File: src/logic/video_addr_defs.svh
/*
  Constants for the display file address generator: region bases, strides,
  the mode port and the mode field values.
  Assumes it is included by bare name into the mode latch and address generator files.
*/
`ifndef VIDEO_ADDR_DEFS_SVH
`define VIDEO_ADDR_DEFS_SVH

`define PRIMARY_BASE   16'h4000
`define SECOND_BASE    16'h6000
`define FILE_SIZE      16'h1B00
`define FILE_SEL_BIT   13
`define ROW_STRIDE     16'h0100
`define LINE_STRIDE    16'h0020
`define BLOCK0_BASE    16'h4000
`define BLOCK1_BASE    16'h4800
`define BLOCK2_BASE    16'h5000
`define ATTR_BASE      16'h5800
`define ATTR_COUNT     16'h0300
`define SCREEN_LINES   5'h18
`define NARROW_COLS    6'h20
`define MODE_PORT      8'hFF
`define MODE_LSB       0
`define MODE_MSB       5
`define MODE_NORMAL    6'h00
`define MODE_DUAL      6'h01
`define MODE_HICOLOR   6'h02
`define MODE_WIDE64    6'h06
`define MODE_RESET     6'h00

`endif

File: src/logic/video_addr_pkg.sv
/*
  Types shared by the display file address generator and its mode latch.
  Assumes video_addr_defs.svh is on the include path.
*/
package video_addr_pkg;

  typedef struct packed {
    logic [7:0] addr;
    logic [7:0] data;
  } io_write_t;

  typedef struct packed {
    logic [4:0] line;
    logic [2:0] row;
    logic [5:0] col;
  } cell_pos_t;

  typedef struct packed {
    logic [15:0] pix_addr;
    logic [15:0] attr_addr;
    logic        attr_en;
  } fetch_t;

endpackage

File: src/logic/video_mode_latch.sv
/*
  Holds the video mode field written by the host to the mode port.
  Assumes the host write strobe is a one-cycle pulse on sys_clk.
*/
`timescale 1ns/100ps
`include "video_addr_defs.svh"

module video_mode_latch (
  input  wire logic                    sys_clk,
  input  wire logic                    rst,
  input  wire logic                    io_wr,
  input  wire video_addr_pkg::io_write_t io_port,
  output logic [5:0]                   video_mode
);

  logic [5:0] mode_r;
  logic [5:0] mode_nxt;
  wire        port_hit;

  assign port_hit   = io_wr && (io_port.addr == `MODE_PORT);
  assign mode_nxt   = port_hit ? io_port.data[`MODE_MSB:`MODE_LSB] : mode_r;
  assign video_mode = mode_r;

  always_ff @(posedge sys_clk) begin
    if (rst) begin
      mode_r <= `MODE_RESET;
    end else begin
      mode_r <= mode_nxt; // RULE3
    end
  end

  mode_write_a: assert property ( // RULE3
    @(posedge sys_clk) disable iff (rst)
    port_hit |=> (video_mode == $past(io_port.data[5:0])))
    else $error("Mode field did not take the written value.");

  mode_hold_a: assert property ( // RULE3
    @(posedge sys_clk) disable iff (rst)
    !port_hit |=> $stable(video_mode))
    else $error("Mode field changed without a port write.");

endmodule

File: src/logic/video_addr_gen.sv
/*
  Display file address generator: turns a character position and scan row
  into the pixel and attribute fetch addresses for the selected video mode.
  Assumes the raster logic presents one position per request on sys_clk and
  that the host writes the mode port on the same clock.
*/
//
// Contract
// RULE1: Fetch from primary 4000H and second 6000H.
// RULE2: Each display file spans 1B00H bytes.
// RULE3: Mode is bits 0-5 of port FFH.
// RULE4: Pixel area is three blocks of eight lines.
// RULE5: The two files differ only in bit 13.
// RULE6: Eight scan rows per cell, 100H apart.
// RULE7: Normal attributes at 5800H, 768 bytes, row order.
// RULE8: Lines step 20H; blocks at 4000H, 4800H, 5000H.
// RULE9: In 64-column mode odd columns use second file.
// RULE10: Mode 1 shows the second display file.
// RULE11: Mode 2 takes attribute from second file offset.
// RULE12: Mode 0 shows primary pixels, normal attributes.
`timescale 1ns/100ps
`include "video_addr_defs.svh"

module video_addr_gen (
  input  wire logic                      sys_clk,
  input  wire logic                      rst,
  input  wire logic                      io_wr,
  input  wire video_addr_pkg::io_write_t io_port,
  input  wire logic                      req_valid,
  input  wire video_addr_pkg::cell_pos_t req_pos,
  output logic                           req_ready,
  output logic                           out_valid,
  output video_addr_pkg::fetch_t         out_fetch,
  output logic [5:0]                     video_mode
);

  // Pixel byte address inside one display file for a line, scan row and column.
  function automatic logic [15:0] pix_addr_f(
    input logic [4:0] line,
    input logic [2:0] row,
    input logic [4:0] col,
    input logic       second
  );
    logic [15:0] blk;
    logic [15:0] a;
    blk = (line[4:3] == 2'h0) ? `BLOCK0_BASE :
          (line[4:3] == 2'h1) ? `BLOCK1_BASE : `BLOCK2_BASE; // RULE4 RULE8
    a = blk | {5'h00, row, 8'h00} | {8'h00, line[2:0], 5'h00} | {11'h000, col}; // RULE6 RULE8
    a[`FILE_SEL_BIT] = second; // RULE5
    return a;
  endfunction

  // Attribute byte address in the normal attribute file.
  function automatic logic [15:0] attr_addr_f(
    input logic [4:0] line,
    input logic [4:0] col
  );
    return `ATTR_BASE + {6'h00, line, col}; // RULE7
  endfunction

  logic [5:0]              mode;
  logic                    out_valid_r;
  logic                    out_valid_nxt;
  video_addr_pkg::fetch_t  fetch_r;
  video_addr_pkg::fetch_t  fetch_nxt;

  video_mode_latch mode_latch (
    .sys_clk    (sys_clk),
    .rst        (rst),
    .io_wr      (io_wr),
    .io_port    (io_port),
    .video_mode (mode)
  );

  wire        is_dual    = (mode == `MODE_DUAL);
  wire        is_hicolor = (mode == `MODE_HICOLOR);
  wire        is_wide    = (mode == `MODE_WIDE64);
  wire        line_ok    = req_pos.line < `SCREEN_LINES; // RULE2 RULE4
  wire        col_ok     = is_wide || (req_pos.col < `NARROW_COLS); // RULE2
  wire        accept     = req_valid && line_ok && col_ok;
  // In 64-column mode each file holds 32 columns; bit 0 picks the file.
  wire [4:0]  file_col   = is_wide ? req_pos.col[5:1] : req_pos.col[4:0]; // RULE9
  wire        second_sel = is_dual || (is_wide && req_pos.col[0]); // RULE9 RULE10
  wire [15:0] pix_a      = pix_addr_f(req_pos.line, req_pos.row, file_col, second_sel); // RULE1
  wire [15:0] norm_attr  = attr_addr_f(req_pos.line, req_pos.col[4:0]); // RULE12
  // Extended colour reads the attribute at the pixel's offset in the second file.
  wire [15:0] hic_attr   = pix_a | (16'h0001 << `FILE_SEL_BIT); // RULE11
  // Dual screen reuses the normal attribute layout, moved into the second file.
  wire [15:0] dual_attr  = norm_attr | (16'h0001 << `FILE_SEL_BIT); // RULE10

  // Any mode value this block does not know falls back to normal display, so
  // stray bits from the host never leave the screen dark.
  assign fetch_nxt.pix_addr  = pix_a;
  assign fetch_nxt.attr_addr = is_hicolor ? hic_attr : (is_dual ? dual_attr : norm_attr);
  assign fetch_nxt.attr_en   = !is_wide; // RULE9
  assign out_valid_nxt       = accept;

  // The generator never stalls; positions off the screen are simply dropped.
  assign req_ready  = 1'h1;
  assign out_valid  = out_valid_r;
  assign out_fetch  = fetch_r;
  assign video_mode = mode;

  always_ff @(posedge sys_clk) begin
    if (rst) begin
      out_valid_r <= 1'h0;
    end else begin
      out_valid_r <= out_valid_nxt;
    end
  end

  always_ff @(posedge sys_clk) begin
    if (rst) begin
      fetch_r <= '0;
    end else if (accept) begin
      fetch_r <= fetch_nxt;
    end
  end

  normal_file_a: assert property ( // RULE12
    @(posedge sys_clk) disable iff (rst)
    out_valid && $past(mode) == `MODE_NORMAL
      |-> out_fetch.pix_addr[15:13] == 3'h2
          && out_fetch.attr_addr == `ATTR_BASE + {6'h00, $past(req_pos.line),
                                                  $past(req_pos.col[4:0])})
    else $error("Normal mode fetch left the primary file layout.");

  file_bases_a: assert property ( // RULE1
    @(posedge sys_clk) disable iff (rst)
    out_valid |-> out_fetch.pix_addr[15:14] == 2'h1)
    else $error("Pixel fetch outside both display files.");

  file_span_a: assert property ( // RULE2
    @(posedge sys_clk) disable iff (rst)
    out_valid |-> {3'h0, out_fetch.pix_addr[12:0]} < `FILE_SIZE
                  && (!out_fetch.attr_en || {3'h0, out_fetch.attr_addr[12:0]} < `FILE_SIZE))
    else $error("Fetch beyond the display file span.");

  block_pick_a: assert property ( // RULE4
    @(posedge sys_clk) disable iff (rst)
    out_valid |-> out_fetch.pix_addr[12:11] == $past(req_pos.line[4:3]))
    else $error("Wrong pixel block for the line.");

  row_step_a: assert property ( // RULE6
    @(posedge sys_clk) disable iff (rst)
    out_valid |-> out_fetch.pix_addr[10:8] == $past(req_pos.row))
    else $error("Scan row not placed at 100H steps.");

  line_step_a: assert property ( // RULE8
    @(posedge sys_clk) disable iff (rst)
    out_valid |-> out_fetch.pix_addr[7:5] == $past(req_pos.line[2:0]))
    else $error("Line not placed at 20H steps.");

  attr_range_a: assert property ( // RULE7
    @(posedge sys_clk) disable iff (rst)
    out_valid && $past(mode) == `MODE_NORMAL
      |-> out_fetch.attr_addr - `ATTR_BASE < `ATTR_COUNT)
    else $error("Attribute fetch outside the attribute file.");

  pair_bit_a: assert property ( // RULE5
    @(posedge sys_clk) disable iff (rst)
    out_valid && $past(mode) == `MODE_HICOLOR
      |-> out_fetch.attr_addr == (out_fetch.pix_addr | 16'h2000)
          && !out_fetch.pix_addr[13])
    else $error("Colour pair not separated by bit 13 alone.");

  wide_col_a: assert property ( // RULE9
    @(posedge sys_clk) disable iff (rst)
    out_valid && $past(mode) == `MODE_WIDE64
      |-> out_fetch.pix_addr[13] == $past(req_pos.col[0])
          && out_fetch.pix_addr[4:0] == $past(req_pos.col[5:1]) && !out_fetch.attr_en)
    else $error("Wide mode column not split across the files.");

  dual_file_a: assert property ( // RULE10
    @(posedge sys_clk) disable iff (rst)
    out_valid && $past(mode) == `MODE_DUAL
      |-> out_fetch.pix_addr[13] && out_fetch.attr_addr[15:8] == 8'h78
          || out_fetch.pix_addr[13] && out_fetch.attr_addr[15:8] inside {8'h79, 8'h7A})
    else $error("Dual screen fetch not from the second file.");

  drop_line_a: assert property ( // RULE4
    @(posedge sys_clk) disable iff (rst)
    req_valid && req_pos.line >= `SCREEN_LINES |=> !out_valid)
    else $error("Off-screen line produced a fetch.");

  drop_col_a: assert property ( // RULE2
    @(posedge sys_clk) disable iff (rst)
    req_valid && !is_wide && req_pos.col >= `NARROW_COLS |=> !out_valid)
    else $error("Off-screen column produced a fetch.");

  answer_next_a: assert property ( // RULE1
    @(posedge sys_clk) disable iff (rst)
    req_valid && req_pos.line < `SCREEN_LINES && req_pos.col < `NARROW_COLS |=> out_valid)
    else $error("On-screen position produced no fetch.");

  // Holding the last fetch lets a slow consumer reread it without a new request.
  fetch_hold_a: assert property ( // RULE1
    @(posedge sys_clk) disable iff (rst)
    !req_valid |=> $stable(out_fetch))
    else $error("Fetch address moved without a request.");

  hic_primary_a: assert property ( // RULE11
    @(posedge sys_clk) disable iff (rst)
    out_valid && $past(mode) == `MODE_HICOLOR
      |-> out_fetch.attr_en && out_fetch.pix_addr[15:13] == 3'h2
          && out_fetch.attr_addr[15:13] == 3'h3)
    else $error("Extended colour pixel or attribute in the wrong file.");

  dual_attr_a: assert property ( // RULE10
    @(posedge sys_clk) disable iff (rst)
    out_valid && $past(mode) == `MODE_DUAL
      |-> out_fetch.attr_addr == (`ATTR_BASE | (16'h0001 << `FILE_SEL_BIT))
                                 + {6'h00, $past(req_pos.line), $past(req_pos.col[4:0])})
    else $error("Dual screen attribute not in the moved attribute file.");

  other_mode_a: assert property ( // RULE12
    @(posedge sys_clk) disable iff (rst)
    out_valid && !($past(mode) inside {`MODE_DUAL, `MODE_HICOLOR, `MODE_WIDE64})
      |-> out_fetch.attr_en && !out_fetch.pix_addr[13] && out_fetch.attr_addr[15:13] == 3'h2)
    else $error("Unknown mode did not fall back to normal display.");

endmodule

File: config.mk
export PLATFORM = sky130hd
export DESIGN_NAME = video_addr_gen
export DESIGN_NICKNAME = d
export VERILOG_FILES = /design/src/logic/video_addr_pkg.sv /design/src/logic/video_mode_latch.sv /design/src/logic/video_addr_gen.sv
export VERILOG_INCLUDE_DIRS = /design/src /design/src/logic
export SDC_FILE = /design/constraint.sdc
export NUM_CORES = 1
export LEC_CHECK = 0
export BUFFER_PORTS_ARGS = -buffer_cell sky130_fd_sc_hd__buf_4
export CAP_MARGIN = 20
export CORE_UTILIZATION = 35
export CTS_CLUSTER_DIAMETER = 200
export DETAILED_ROUTE_END_ITERATION = 6
export PLACE_DENSITY = 0.75
export SLEW_MARGIN = 20
export SYNTH_ARGS = -nofsm -noshare
export SYNTH_HDL_FRONTEND = slang
export SYNTH_SLANG_ARGS = --single-unit
export TNS_END_PERCENT = 20
File: constraint.sdc
create_clock -name sys_clk -period 4.4 [get_ports sys_clk]
set_clock_uncertainty 0.2 [all_clocks]
set_input_delay 0.22 -clock sys_clk [delete_from_list [all_inputs] [get_ports sys_clk]]
set_output_delay 0.22 -clock sys_clk [all_outputs]
set_load 0.01 [all_outputs]
* Word level (Yosys, flattened, before mapping)
Index checks and enable logic that the tools add are counted. Widths: inputs -> output; s select.
Storage, ports and cells: memories kept 0, RAM bits 0, latch bits 0, register bits after elaboration 40, output and inout port bits 41, bits in read-only memories 0
Operators by class: bitwise gates (word level) 3, div/mod/pow operators 0, $add $sub $neg 1, equality and inequality tests 5, mux-type cells 5, shift operators 0, $mul 0, $lt $le $gt $ge 2, reductions and logical operators 8
Operators by type and width (count):
- $mux 13 | 2
- $add 15x10->16 const A | 1
- $mux 16 | 1
- $or 15x11->15 | 1
- $or 15x5->15 | 1
- $or 15x8->15 | 1
- $mux 14 | 1
- $eq 8x8->1 const B | 1
- $eq 6x1->1 const B | 1
- $eq 6x2->1 const B | 1
- $eq 6x3->1 const B | 1
- $lt 6x6->1 const B | 1
- $lt 5x5->1 const B | 1
- $mux 5 | 1
- $logic_and 1x1->1 | 4
- $eq 2x1->1 const B | 1
- $logic_not 2->1 | 1
- $logic_or 1x1->1 | 2
- $logic_not 1->1 | 1

* Logic depth before layout (Yosys ltp)
Gate-level depths: netlist of run 1.
word-level depth 7, mapped depth 6, gate-level depth less buffers 4

* Modules after synthesis
From an unflattened synthesis of run 1, not the netlist that was laid out.
Second synthesis, totals: cell total of the unflattened synthesis 181, area total of the unflattened synthesis 1604.0 um^2
Modules (own cells, without submodules):
- video_addr_gen | times used 1, cells an instance 152, area each 1300.0 um^2
- video_mode_latch | times used 1, cells an instance 29, area each 304.0 um^2

* Worst setup path after synthesis of run 1
Ideal clock, no wire load.
path type reg-to-reg, from register mode_latch.mode_r[5] (netlist: mode_latch.video_mode[5]), to register fetch_r, in the netlist out_fetch[12], period minus slack after synthesis 2358 ps, arrival 2039 ps, buffers on the path 2, slack 2042 ps, data required time 4081 ps, setup time 119 ps, stages on the path, launching flop included 7, cells stage by stage dfxtp_1 > or4b_1 > buf_2 > or3_1 > clkbuf_2 > or3b_1 > o221a_1
Between the ends: longest elaborated chain between the ends 3, elaborated cells on any way between the ends 5
RTL lines:
- start: declaration | line video_mode_latch.sv:16 | logic [5:0] mode_r;
- start signal: assignment | line video_mode_latch.sv:26 | mode_r <= `MODE_RESET;
- start signal: assignment | line video_mode_latch.sv:28 | mode_r <= mode_nxt;
- $eq 6x3->1 (no line)
- $logic_or 1x1->1 | line video_addr_gen.sv:79 | wire col_ok = is_wide || (req_pos.col < `NARROW_COLS);
- $logic_and 1x1->1 | line video_addr_gen.sv:80 | wire accept = req_valid && line_ok && col_ok;
- end signal: assignment | line video_addr_gen.sv:116 | fetch_r <= fetch_nxt;
- end: declaration | line video_addr_gen.sv:64 | video_addr_pkg::fetch_t fetch_r;
Parallel ways exist; a longest one is shown, timed or not. A chain may end at the register's enable or synchronous reset.

* Final worst setup path of run 1
from register mode_latch.mode_r[5] (netlist: mode_latch.video_mode[5]), to register fetch_r, in the netlist out_fetch[18]
Between the ends: longest elaborated chain between the ends 3, elaborated cells on any way between the ends 5
RTL lines (line):
- $eq 6x3->1 (no line) (*)
- $mux 5 / $logic_or 1x1->1 (equally long branches) | video_addr_gen.sv:82, video_addr_gen.sv:79
- $or 15x5->15 / $logic_and 1x1->1 (equally long branches) | video_addr_gen.sv:48, video_addr_gen.sv:80
Mark *: on every way between the ends. The rest lies on a longest branch, timed or not.

==> metrics, run 1 <==
result of the run=completed; power density of the placed cells=307 nW/um^2; cell area after placement=about 2000 um^2; buffers added on ports=69; count of cell types in the netlist=31; Worst VDD drop=143 uV; Routed WL=3990 um; data arrival time of the critical path=2.54 ns; vias in the first global route=1352; number of nets in the layout=270; adder and majority cell fraction of the synthesized area=0; Max-Cap Viols=0; DIE HEIGHT=66.8 um; Final Wtd Congestion=0.808; clock sink count=34; fraction of layout cells with a size suffix above 1=0.353; highest clock rate=0.398 GHz; TritonCTS clock tree=done; minimum clock period after layout=2.51 ns; count of final setup violators=0; dpl cells=around 270; delay contributed by the slowest stage of the critical path=between 0.6 and 0.7 ns; GR Util met2=0.327; number of warnings reported in the yosys synthesis log=0; average wire per cell in the routed design=~14 um; largest driver fanout on the critical path=13; slowest cell on the critical path=sky130_fd_sc_hd__or4b_1; RSZ-0062 raised after global routing=false; worst min-delay path class=in -> reg; Compound-Gate Fraction of Synth Area=0.244; Antenna Cells=0; final design area excluding fillers=roughly 2100 um^2; root buffer cell=sky130_fd_sc_hd__clkbuf_8; effective utilization at floorplan=0.365; Final Hold Fails=0; reg-to-reg startpoint=mode_latch.video_mode[5]$_SDFFE_PP0P_; largest family of logic cells by synthesized area=compound AO/OA/AOI/OAI gates; LEAKAGE=about 0.9 nW; ordered cell list for the critical path=or4b_1, o21a_1, nor2_1, o221a_2; per-cell via count in the routed design=5.19; worst hold path startpoint=req_pos[11]; CP Capture Type=flip-flop; first-pass GRT wire length=6290 um; drt first pass iters=4; cells resized by post-CTS repair=0; Starting DRT DRC Count=roughly 110; post-cts hold buffer count=10; number of standard cells in the layout, taps in and fillers out=between 200 and 300; GRT Total Usage=0.194; detailed placement HPWL=2790 um; clock latency reported for the late side of the worst-skew pair=0.28 ns; area delta synth->final=45.6%; maximum root-to-sink buffer count=2; antenna violations before repair=0; fraction of synthesized cell area in xor and xnor cells=0; Required @ worst endpoint=4.43 ns; routing usage on met3=0.0634; Post-Synth Simple-Gate Area=0.151; width of the die=66.8 um; Most Crowded Layer GR=met2; share of the cycle needed by the critical path after routing=0.571; worst slew margin relative to its limit=0.290; area of the core=4030 um^2; Global Route met1 Usage=0.213; total power draw=roughly 0.00066 W; multiplexer share of the synthesized area=0.0544; I/O pins=75; TritonCTS buffer count=5; Std-Cell Rows=23; kind of critical path=reg -> reg; maximum number of pins on one net before global-route repair=26; path depth of the worst reg2reg path=4; Worst-Margin Slew=1.06 ns; DRT antenna net count=0; Post-CTS Setup Repair Bufs=0; Clock transition at path regs=roughly 0.060 ns; Max H-tree Level=2; part of the Yosys area used for sequential elements=0.463; Fin Setup TNS=0 ns; Hold WS=0.0136 ns; full die area=4470 um^2; total gr overflow=0; mean instance size in the synthesized netlist=roughly 8.8 um^2; post-synthesis instance area=roughly 1500 um^2; source of the critical timing path=mode_latch.video_mode[5]$_SDFFE_PP0P_; FF+latch count, synth=34; count of final max-slew check failures=0; number of cells produced by synthesis=168; kind of start point of the critical path=flip-flop; worst hold path stage count=3; total via count after detailed routing=1478; DRC violation count after routing=0
worst max-delay path: cells and delay by family, from the launching register on:
kind               cells  cell delay [ns]
AOI/OAI and AO/OA      2             0.68
DFF                    1             0.33
and+or+nand+nor        2             1.25
per-layer routing:
metal | vias to the layer above | part of all wire
met2 | 36 | 0.48
met5 | - | 0
met4 | 0 | 0.027
met3 | 9 | 0.050
met1 | 698 | 0.44
li1 | 735 | -
registers in the layout (all words and copies together), names as in the netlist:
| name | flops |
|---|---|
| out_fetch | 27 |
| mode_latch.video_mode | 6 |
| out_valid | 1 |
placed cells by master, fill, tap and decap left out, drive strengths merged, types with 5 or more instances in the layout:
master and count:
nor3 6, dfxtp 34, a21oi 18, clkbuf 6
a311oi 5, nand3 11, buf 70, mux2i 8
nor2 12, dlygate4sd3 10, inv 5, o21ai 12
nand2 6, o221a 6
power breakdown:
group	total [W]	switching, W	internal, W
clock	0.000224	0.000104	0.000120
combinational	0.000106	0.0000499	0.0000558
sequential	0.000329	0.00000730	0.000321
final timing paths:
kind | end | slack (ns)
max reg2reg | out_fetch[18]$_SDFFE_PP0P_ | 1.89
min reg2reg | out_fetch[1]$_SDFFE_PP0P_ | 0.28
min | out_fetch[24]$_SDFFE_PP0P_ | 0.01
max | out_fetch[18]$_SDFFE_PP0P_ | 1.89
final cells by class:
cell class | count | area (um^2)
inverter | 5 | 18.8
timing repair buffer | 80 | 626
fill | 383 | 1890
clock buffer | 6 | 82.6
tap | 50 | 62.6
sequential | 34 | 681
multi-input combinational | 110 | 672
through the flow:
step / util / setup slack, ns
3_5_place_dp: 0.486 / 1.91
4_1_cts: 0.532 / 1.89
5_1_grt: 0.532 / 1.74
6_report: 0.532 / 1.89
2_1_floorplan: - / 2.04
3_3_place_gp: 0.486 / 1.94
synth_stat cells:
cell                       instances  share of area
sky130_fd_sc_hd__a211oi_1          4          0.020
sky130_fd_sc_hd__a21oi_1          18          0.061
sky130_fd_sc_hd__a311oi_1          5          0.030
sky130_fd_sc_hd__a31o_2            2          0.012
sky130_fd_sc_hd__a31oi_1           2         0.0085
sky130_fd_sc_hd__and2_1            1         0.0043
sky130_fd_sc_hd__buf_2             1         0.0034
sky130_fd_sc_hd__buf_4             7          0.036
sky130_fd_sc_hd__clkbuf_1         11          0.028
sky130_fd_sc_hd__clkbuf_2          1         0.0034
sky130_fd_sc_hd__conb_1            2         0.0051
sky130_fd_sc_hd__dfxtp_1          34           0.46
sky130_fd_sc_hd__inv_1             5          0.013
sky130_fd_sc_hd__mux2i_1           8          0.054
sky130_fd_sc_hd__nand2_1           6          0.015
sky130_fd_sc_hd__nand2b_1          1         0.0043
sky130_fd_sc_hd__nand3_1          11          0.037
sky130_fd_sc_hd__nand4_1           1         0.0043
sky130_fd_sc_hd__nor2_1           12          0.031
sky130_fd_sc_hd__nor3_1            6          0.020
sky130_fd_sc_hd__nor4_1            1         0.0043
sky130_fd_sc_hd__o21a_1            3          0.015
sky130_fd_sc_hd__o21ai_0          12          0.041
sky130_fd_sc_hd__o221a_1           2          0.015
sky130_fd_sc_hd__o221a_2           4          0.031
sky130_fd_sc_hd__o22ai_1           1         0.0043
sky130_fd_sc_hd__o31a_1            1         0.0060
sky130_fd_sc_hd__or2_2             1         0.0043
sky130_fd_sc_hd__or3_1             3          0.013
sky130_fd_sc_hd__or3b_1            1         0.0060
sky130_fd_sc_hd__or4b_1            1         0.0068
logic make-up after synthesis:
| logic type | Yosys count |
|---|---|
| other cells | 2 |
| mux | 8 |
| flops | 34 |
| buf+inv | 25 |
| simple gates | 45 |
| compound gates | 54 |
Power figures use the tool's default switching activity.
==> run 2: changes to the inputs <==
==> constraint.sdc (replaced) <==
create_clock -name sys_clk -period 2.32 [get_ports sys_clk]
set_clock_uncertainty 0.2 [all_clocks]
set_input_delay 0.116 -clock sys_clk [delete_from_list [all_inputs] [get_ports sys_clk]]
set_output_delay 0.116 -clock sys_clk [all_outputs]
set_load 0.01 [all_outputs]
==> run 2 against run 1 <==
  * Sequential share of layout area fell by 3.2 points
  * Critical path depth rose by 2
  * Die area did not move
  * Design area rose by 11%
  * Wire length rose by 6.9%
  * Non-clock buffer count rose by 22
  * Maximum frequency rose by 15%
  * Cell count rose by 8.4%
  * Highest routed layer unchanged
==> metrics, run 2 (synthesized netlist as in run 1, its figures left out) <==
total via count after detailed routing=1559; kind of start point of the critical path=flip-flop; Fin Setup TNS=0 ns; Final Wtd Congestion=0.820; Starting DRT DRC Count=44; DRC violation count after routing=0; Clock transition at path regs=0.07 ns; largest driver fanout on the critical path=13; Hold WS=0.0351 ns; Required @ worst endpoint=2.35 ns; most common cell after layout, fill and taps aside=sky130_fd_sc_hd__buf_4; minimum clock period after layout=2.19 ns; clock sink count=34; total gr overflow=0; CP Capture Type=flip-flop; antenna violations before repair=0; share of the cycle needed by the critical path after routing=0.945; Post-CTS Setup Repair Bufs=0; delay-heaviest family, CP=simple AND/OR/NAND/NOR gates; RSZ-0062 raised after global routing=false; cell area after placement=2010 um^2; highest clock rate=roughly 0.46 GHz; kind of critical path=reg -> reg; count of final setup violators=0; Final Hold Fails=0; LEAKAGE=1.03 nW; worst min-delay path class=in -> reg; drt first pass iters=4; Worst VDD drop=398 uV; root buffer cell=sky130_fd_sc_hd__clkbuf_8; Max-Cap Viols=0; delay contributed by the slowest stage of the critical path=about 0.56 ns; width of the die=about 67 um; total power draw=between 0.001 and 0.0015 W; Std-Cell Rows=23; TritonCTS buffer count=5; most used cells in the layout excluding fill and tap cells=sky130_fd_sc_hd__buf_4 (75), sky130_fd_sc_hd__dfxtp_1 (33), sky130_fd_sc_hd__dlygate4sd3_1 (26), sky130_fd_sc_hd__a21oi_1 (18), sky130_fd_sc_hd__nor2_1 (12); final design area excluding fillers=2380 um^2; buffers added on ports=69; fraction of layout cells with a size suffix above 1=0.355; effective utilization at floorplan=0.365; area of the core=roughly 4000 um^2; average wire per cell in the routed design=~14 um; per-cell via count in the routed design=5.05; GRT Total Usage=0.211; Antenna Cells=0; Worst-Margin Slew=roughly 0.54 ns; clock latency reported for the late side of the worst-skew pair=0.29 ns; I/O pins=75; result of the run=completed; ordered cell list for the critical path=or4b_1, buf_4, o21a_1, nor2_1, buf_4, o221a_2; number of nets in the layout=292; DRT antenna net count=0; worst slew margin relative to its limit=0.636; cell with the most instances on the worst path=sky130_fd_sc_hd__buf_4; maximum number of pins on one net before global-route repair=26; full die area=4470 um^2; detailed placement HPWL=2830 um; Buffers & Inverters on Critical Path=2; vias in the first global route=1494; TritonCTS clock tree=done; DIE HEIGHT=66.8 um; area delta synth->final=62.0%; count of final max-slew check failures=0; Max H-tree Level=2; max reg flops=27; first-pass GRT wire length=6960 um; slowest cell on the critical path=sky130_fd_sc_hd__or4b_1; Routed WL=4260 um; data arrival time of the critical path=approximately 2.2 ns; power density of the placed cells=slightly below 600 nW/um^2; maximum root-to-sink buffer count=2
==> run 2: cell types whose count changed in the layout (fill, tap and decap cells not counted) <==
cell	change
sky130_fd_sc_hd__dlygate4sd3_1	+16
sky130_fd_sc_hd__buf_4	+5
sky130_fd_sc_hd__buf_6	+1
sky130_fd_sc_hd__bufinv_16	+1
sky130_fd_sc_hd__clkbuf_1	+1
sky130_fd_sc_hd__clkbuf_8	-1
sky130_fd_sc_hd__clkinvlp_4	+1
sky130_fd_sc_hd__dfxtp_1	-1
sky130_fd_sc_hd__dfxtp_2	+1
sky130_fd_sc_hd__o21ai_1	-1
sky130_fd_sc_hd__o21ai_2	+1
==> run 2: cell type report <==
class,count,area [um^2]
clock inverters,2,37.5
repair buffers,102,835
clock buffers,6,72.6
inverters,5,18.8
fillers,356,1650
well taps,50,62.6
flip-flops and latches,34,682
multi-input cells,110,676
==> run 2: repair_timing <==
action,in CTS,in global routing
hold buffers,26,0
gates resized for setup,0,2
hold endpoints to repair,23,0
setup endpoints to repair,0,4
==> run 2: per-stage QoR <==
| step | utilization | setup WS, ns | instances |
|---|---|---|---|
| finish | 0.592 | 0.127 | 309 |
| global route | 0.592 | 0.0389 | 309 |
| CTS | 0.590 | 0.153 | 309 |
| detailed placement | 0.498 | 0.171 | 275 |
| global placement | 0.498 | 0.189 | 275 |
| floorplan | - | -0.00975 | 169 |
==> run 2: layer usage <==
layer,GRT usage,share of wire
met4,0.0904,0.021
met5,0,0
met2,0.346,0.49
met1,0.258,0.44
met3,0.0531,0.052
==> run 2: where the power goes <==
group	total (W)	leakage (nW)	switching (W)	internal, W
Combinational	0.000222	0.699	0.000100	0.000123
Sequential	0.000623	0.278	0.0000139	0.000609
Clock	0.000536	0.0514	0.000215	0.000320
==> run 2: final timing paths <==
path | startpoint | to | slack (ns) | cells after the start
setup / recovery | mode_latch.video_mode[4]$_SDFFE_PP0P_ | out_fetch[18]$_SDFFE_PP0P_ | 0.13 | 6
hold / removal | req_pos[8] | out_fetch[27]$_SDFFE_PP0P_ | 0.04 | 4
setup reg to reg | mode_latch.video_mode[4]$_SDFFE_PP0P_ | out_fetch[18]$_SDFFE_PP0P_ | 0.13 | 6
hold reg to reg | out_fetch[3]$_SDFFE_PP0P_ | out_fetch[3]$_SDFFE_PP0P_ | 0.28 | 2
==> run 2: worst min-delay path: stages <==
cell	delay, ns
sky130_fd_sc_hd__buf_4	0.08
sky130_fd_sc_hd__nand2_1	0.05
sky130_fd_sc_hd__nor3_1	0.13
sky130_fd_sc_hd__a31o_2	0.12
==> run 3: changes to the inputs <==
==> constraint.sdc (replaced) <==
create_clock -name sys_clk -period 2.2 [get_ports sys_clk]
set_clock_uncertainty 0.2 [all_clocks]
set_input_delay 0.11 -clock sys_clk [delete_from_list [all_inputs] [get_ports sys_clk]]
set_output_delay 0.11 -clock sys_clk [all_outputs]
set_load 0.01 [all_outputs]
==> run 3 against run 2 <==
  * Sequential power increased by 5.6%
  * Via count grew 0.96%
  * Total power down 0.92%
  * Worst setup slack lost 0.067 ns
  * Sequential share of layout area fell by 0.30 points
  * Clock power fell by 12%
  * Utilization rose by 0.62 points
  * Cell count is 1.3% higher
  * Die area stayed put
  * Global-route usage is 0.37 points lower
  * Critical path depth down 2
  * Largest power group unchanged
==> metrics, run 3 (synthesized netlist as in run 1, its figures left out) <==
area delta synth->final=63.7%; maximum number of pins on one net before global-route repair=26; Max H-tree Level=2; RSZ-0062 raised after global routing=false; min setup slack post-route=0.0595 ns; TritonCTS buffer count=5; clock latency reported for the late side of the worst-skew pair=0.29 ns; worst min-delay path class=in -> reg; result of the run=completed; kind of critical path=reg -> reg; Starting DRT DRC Count=slightly above 60; Post-CTS Setup Repair Bufs=0; total gr overflow=0; minimum clock period after layout=2.14 ns; number of nets in the layout=296; root buffer cell=sky130_fd_sc_hd__clkbuf_8; drt first pass iters=5; final design area excluding fillers=2410 um^2; Final Hold Fails=0; average wire per cell in the routed design=13.6 um; I/O pins=75; count of final max-slew check failures=0; max reg flops=27; per-cell via count in the routed design=5.03; delay contributed by the slowest stage of the critical path=around 0.55 ns; area of the core=4030 um^2; Antenna Cells=0; full die area=~4500 um^2; fraction of layout cells with a size suffix above 1=0.373; Std-Cell Rows=23; total power draw=~0.0014 W; most used cells in the layout excluding fill and tap cells=sky130_fd_sc_hd__buf_4 (78), sky130_fd_sc_hd__dfxtp_1 (33), sky130_fd_sc_hd__dlygate4sd3_1 (27), sky130_fd_sc_hd__a21oi_1 (18), sky130_fd_sc_hd__nor2_1 (12); Routed WL=~4300 um; count of final setup violators=0; DIE HEIGHT=approximately 67 um; GRT Total Usage=0.207; width of the die=66.8 um; kind of start point of the critical path=flip-flop; power density of the placed cells=568 nW/um^2; slowest cell on the critical path=sky130_fd_sc_hd__or4b_4; share of the cycle needed by the critical path after routing=0.973; CP Capture Type=flip-flop; ordered cell list for the critical path=or4b_4, or3_4, or3b_4, o221a_1; TritonCTS clock tree=done; Required @ worst endpoint=2.18 ns; Hold WS=0.0473 ns; Final Wtd Congestion=about 0.8; effective utilization at floorplan=0.365; largest driver fanout on the critical path=4; DRC violation count after routing=0; Clock transition at path regs=roughly 0.07 ns; buffers added on ports=69; antenna violations before repair=0; clock sink count=34; post-place setup slack=approximately 0.054 ns; most common cell after layout, fill and taps aside=sky130_fd_sc_hd__buf_4; LEAKAGE=approximately 1.1 nW; total via count after detailed routing=1574; Max-Cap Viols=0; maximum root-to-sink buffer count=2; cell area after placement=2030 um^2; data arrival time of the critical path=2.12 ns; first-pass GRT wire length=6760 um; DRT antenna net count=0; vias in the first global route=1441; detailed placement HPWL=2850 um; Worst VDD drop=338 uV; highest clock rate=0.467 GHz
-- run 3: cell count changes in the layout (fill, tap and decap cells not counted), sizes merged --
cell         change
clkbuf           +1
buf              +3
dlygate4sd3      +1
clkinv           +1
bufinv           -1
clkinvlp         -1
-- run 3: metrics by stage --
stage | instances | util | setup TNS (ns)
after global placement | 278 | 0.503 | 0
after CTS | 313 | 0.593 | 0
after detailed placement | 278 | 0.503 | 0
final | 313 | 0.598 | 0
after global routing | 313 | 0.598 | 0
after floorplan | 169 | - | -0.223
-- run 3: final timing paths --
path	endpoint	start	cells after the start	slack (ns)
setup / recovery	out_fetch[13]$_SDFFE_PP0P_	mode_latch.video_mode[4]$_SDFFE_PP0P_	4	0.06
hold reg to reg	out_fetch[4]$_SDFFE_PP0P_	out_fetch[4]$_SDFFE_PP0P_	2	0.28
hold / removal	out_fetch[27]$_SDFFE_PP0P_	req_pos[8]	4	0.05
setup reg to reg	out_fetch[13]$_SDFFE_PP0P_	mode_latch.video_mode[4]$_SDFFE_PP0P_	4	0.06
-- run 3: layout make-up --
class,count,area (um^2)
multi-input cells,110,687
well taps,50,62.6
inverters,5,18.8
flip-flops and latches,34,682
fillers,357,1620
repair buffers,106,867
clock buffers,7,86.3
clock inverters,1,5.00
-- run 3: what timing repair did --
action | in CTS | in global routing
resized for setup | 0 | 5
endpoints found under the hold margin | 27 | 0
hold buffers | 27 | 0
endpoints found under the setup margin | 0 | 18
-- run 3: critical path: cells and delay by family, from the launching register on --
family           cells  cell delay, ns
AND/OR/NAND/NOR      3            1.28
flip-flops           1            0.33
AO/OA/AOI/OAI        1            0.21
-- run 3: routing by layer --
metal,up-vias,track usage,routed length (um)
met5,-,0,0
met4,0,0.101,108
met3,9,0.0548,215
met2,53,0.323,2030
met1,722,0.261,1910
li1,790,-,-
-- run 3: power by group --
group	internal, W	total, W	leakage [nW]	switching (W)
registers	0.000642	0.000658	0.278	0.0000157
clock network	0.000252	0.000474	0.0482	0.000222
logic	0.000132	0.000236	0.729	0.000104
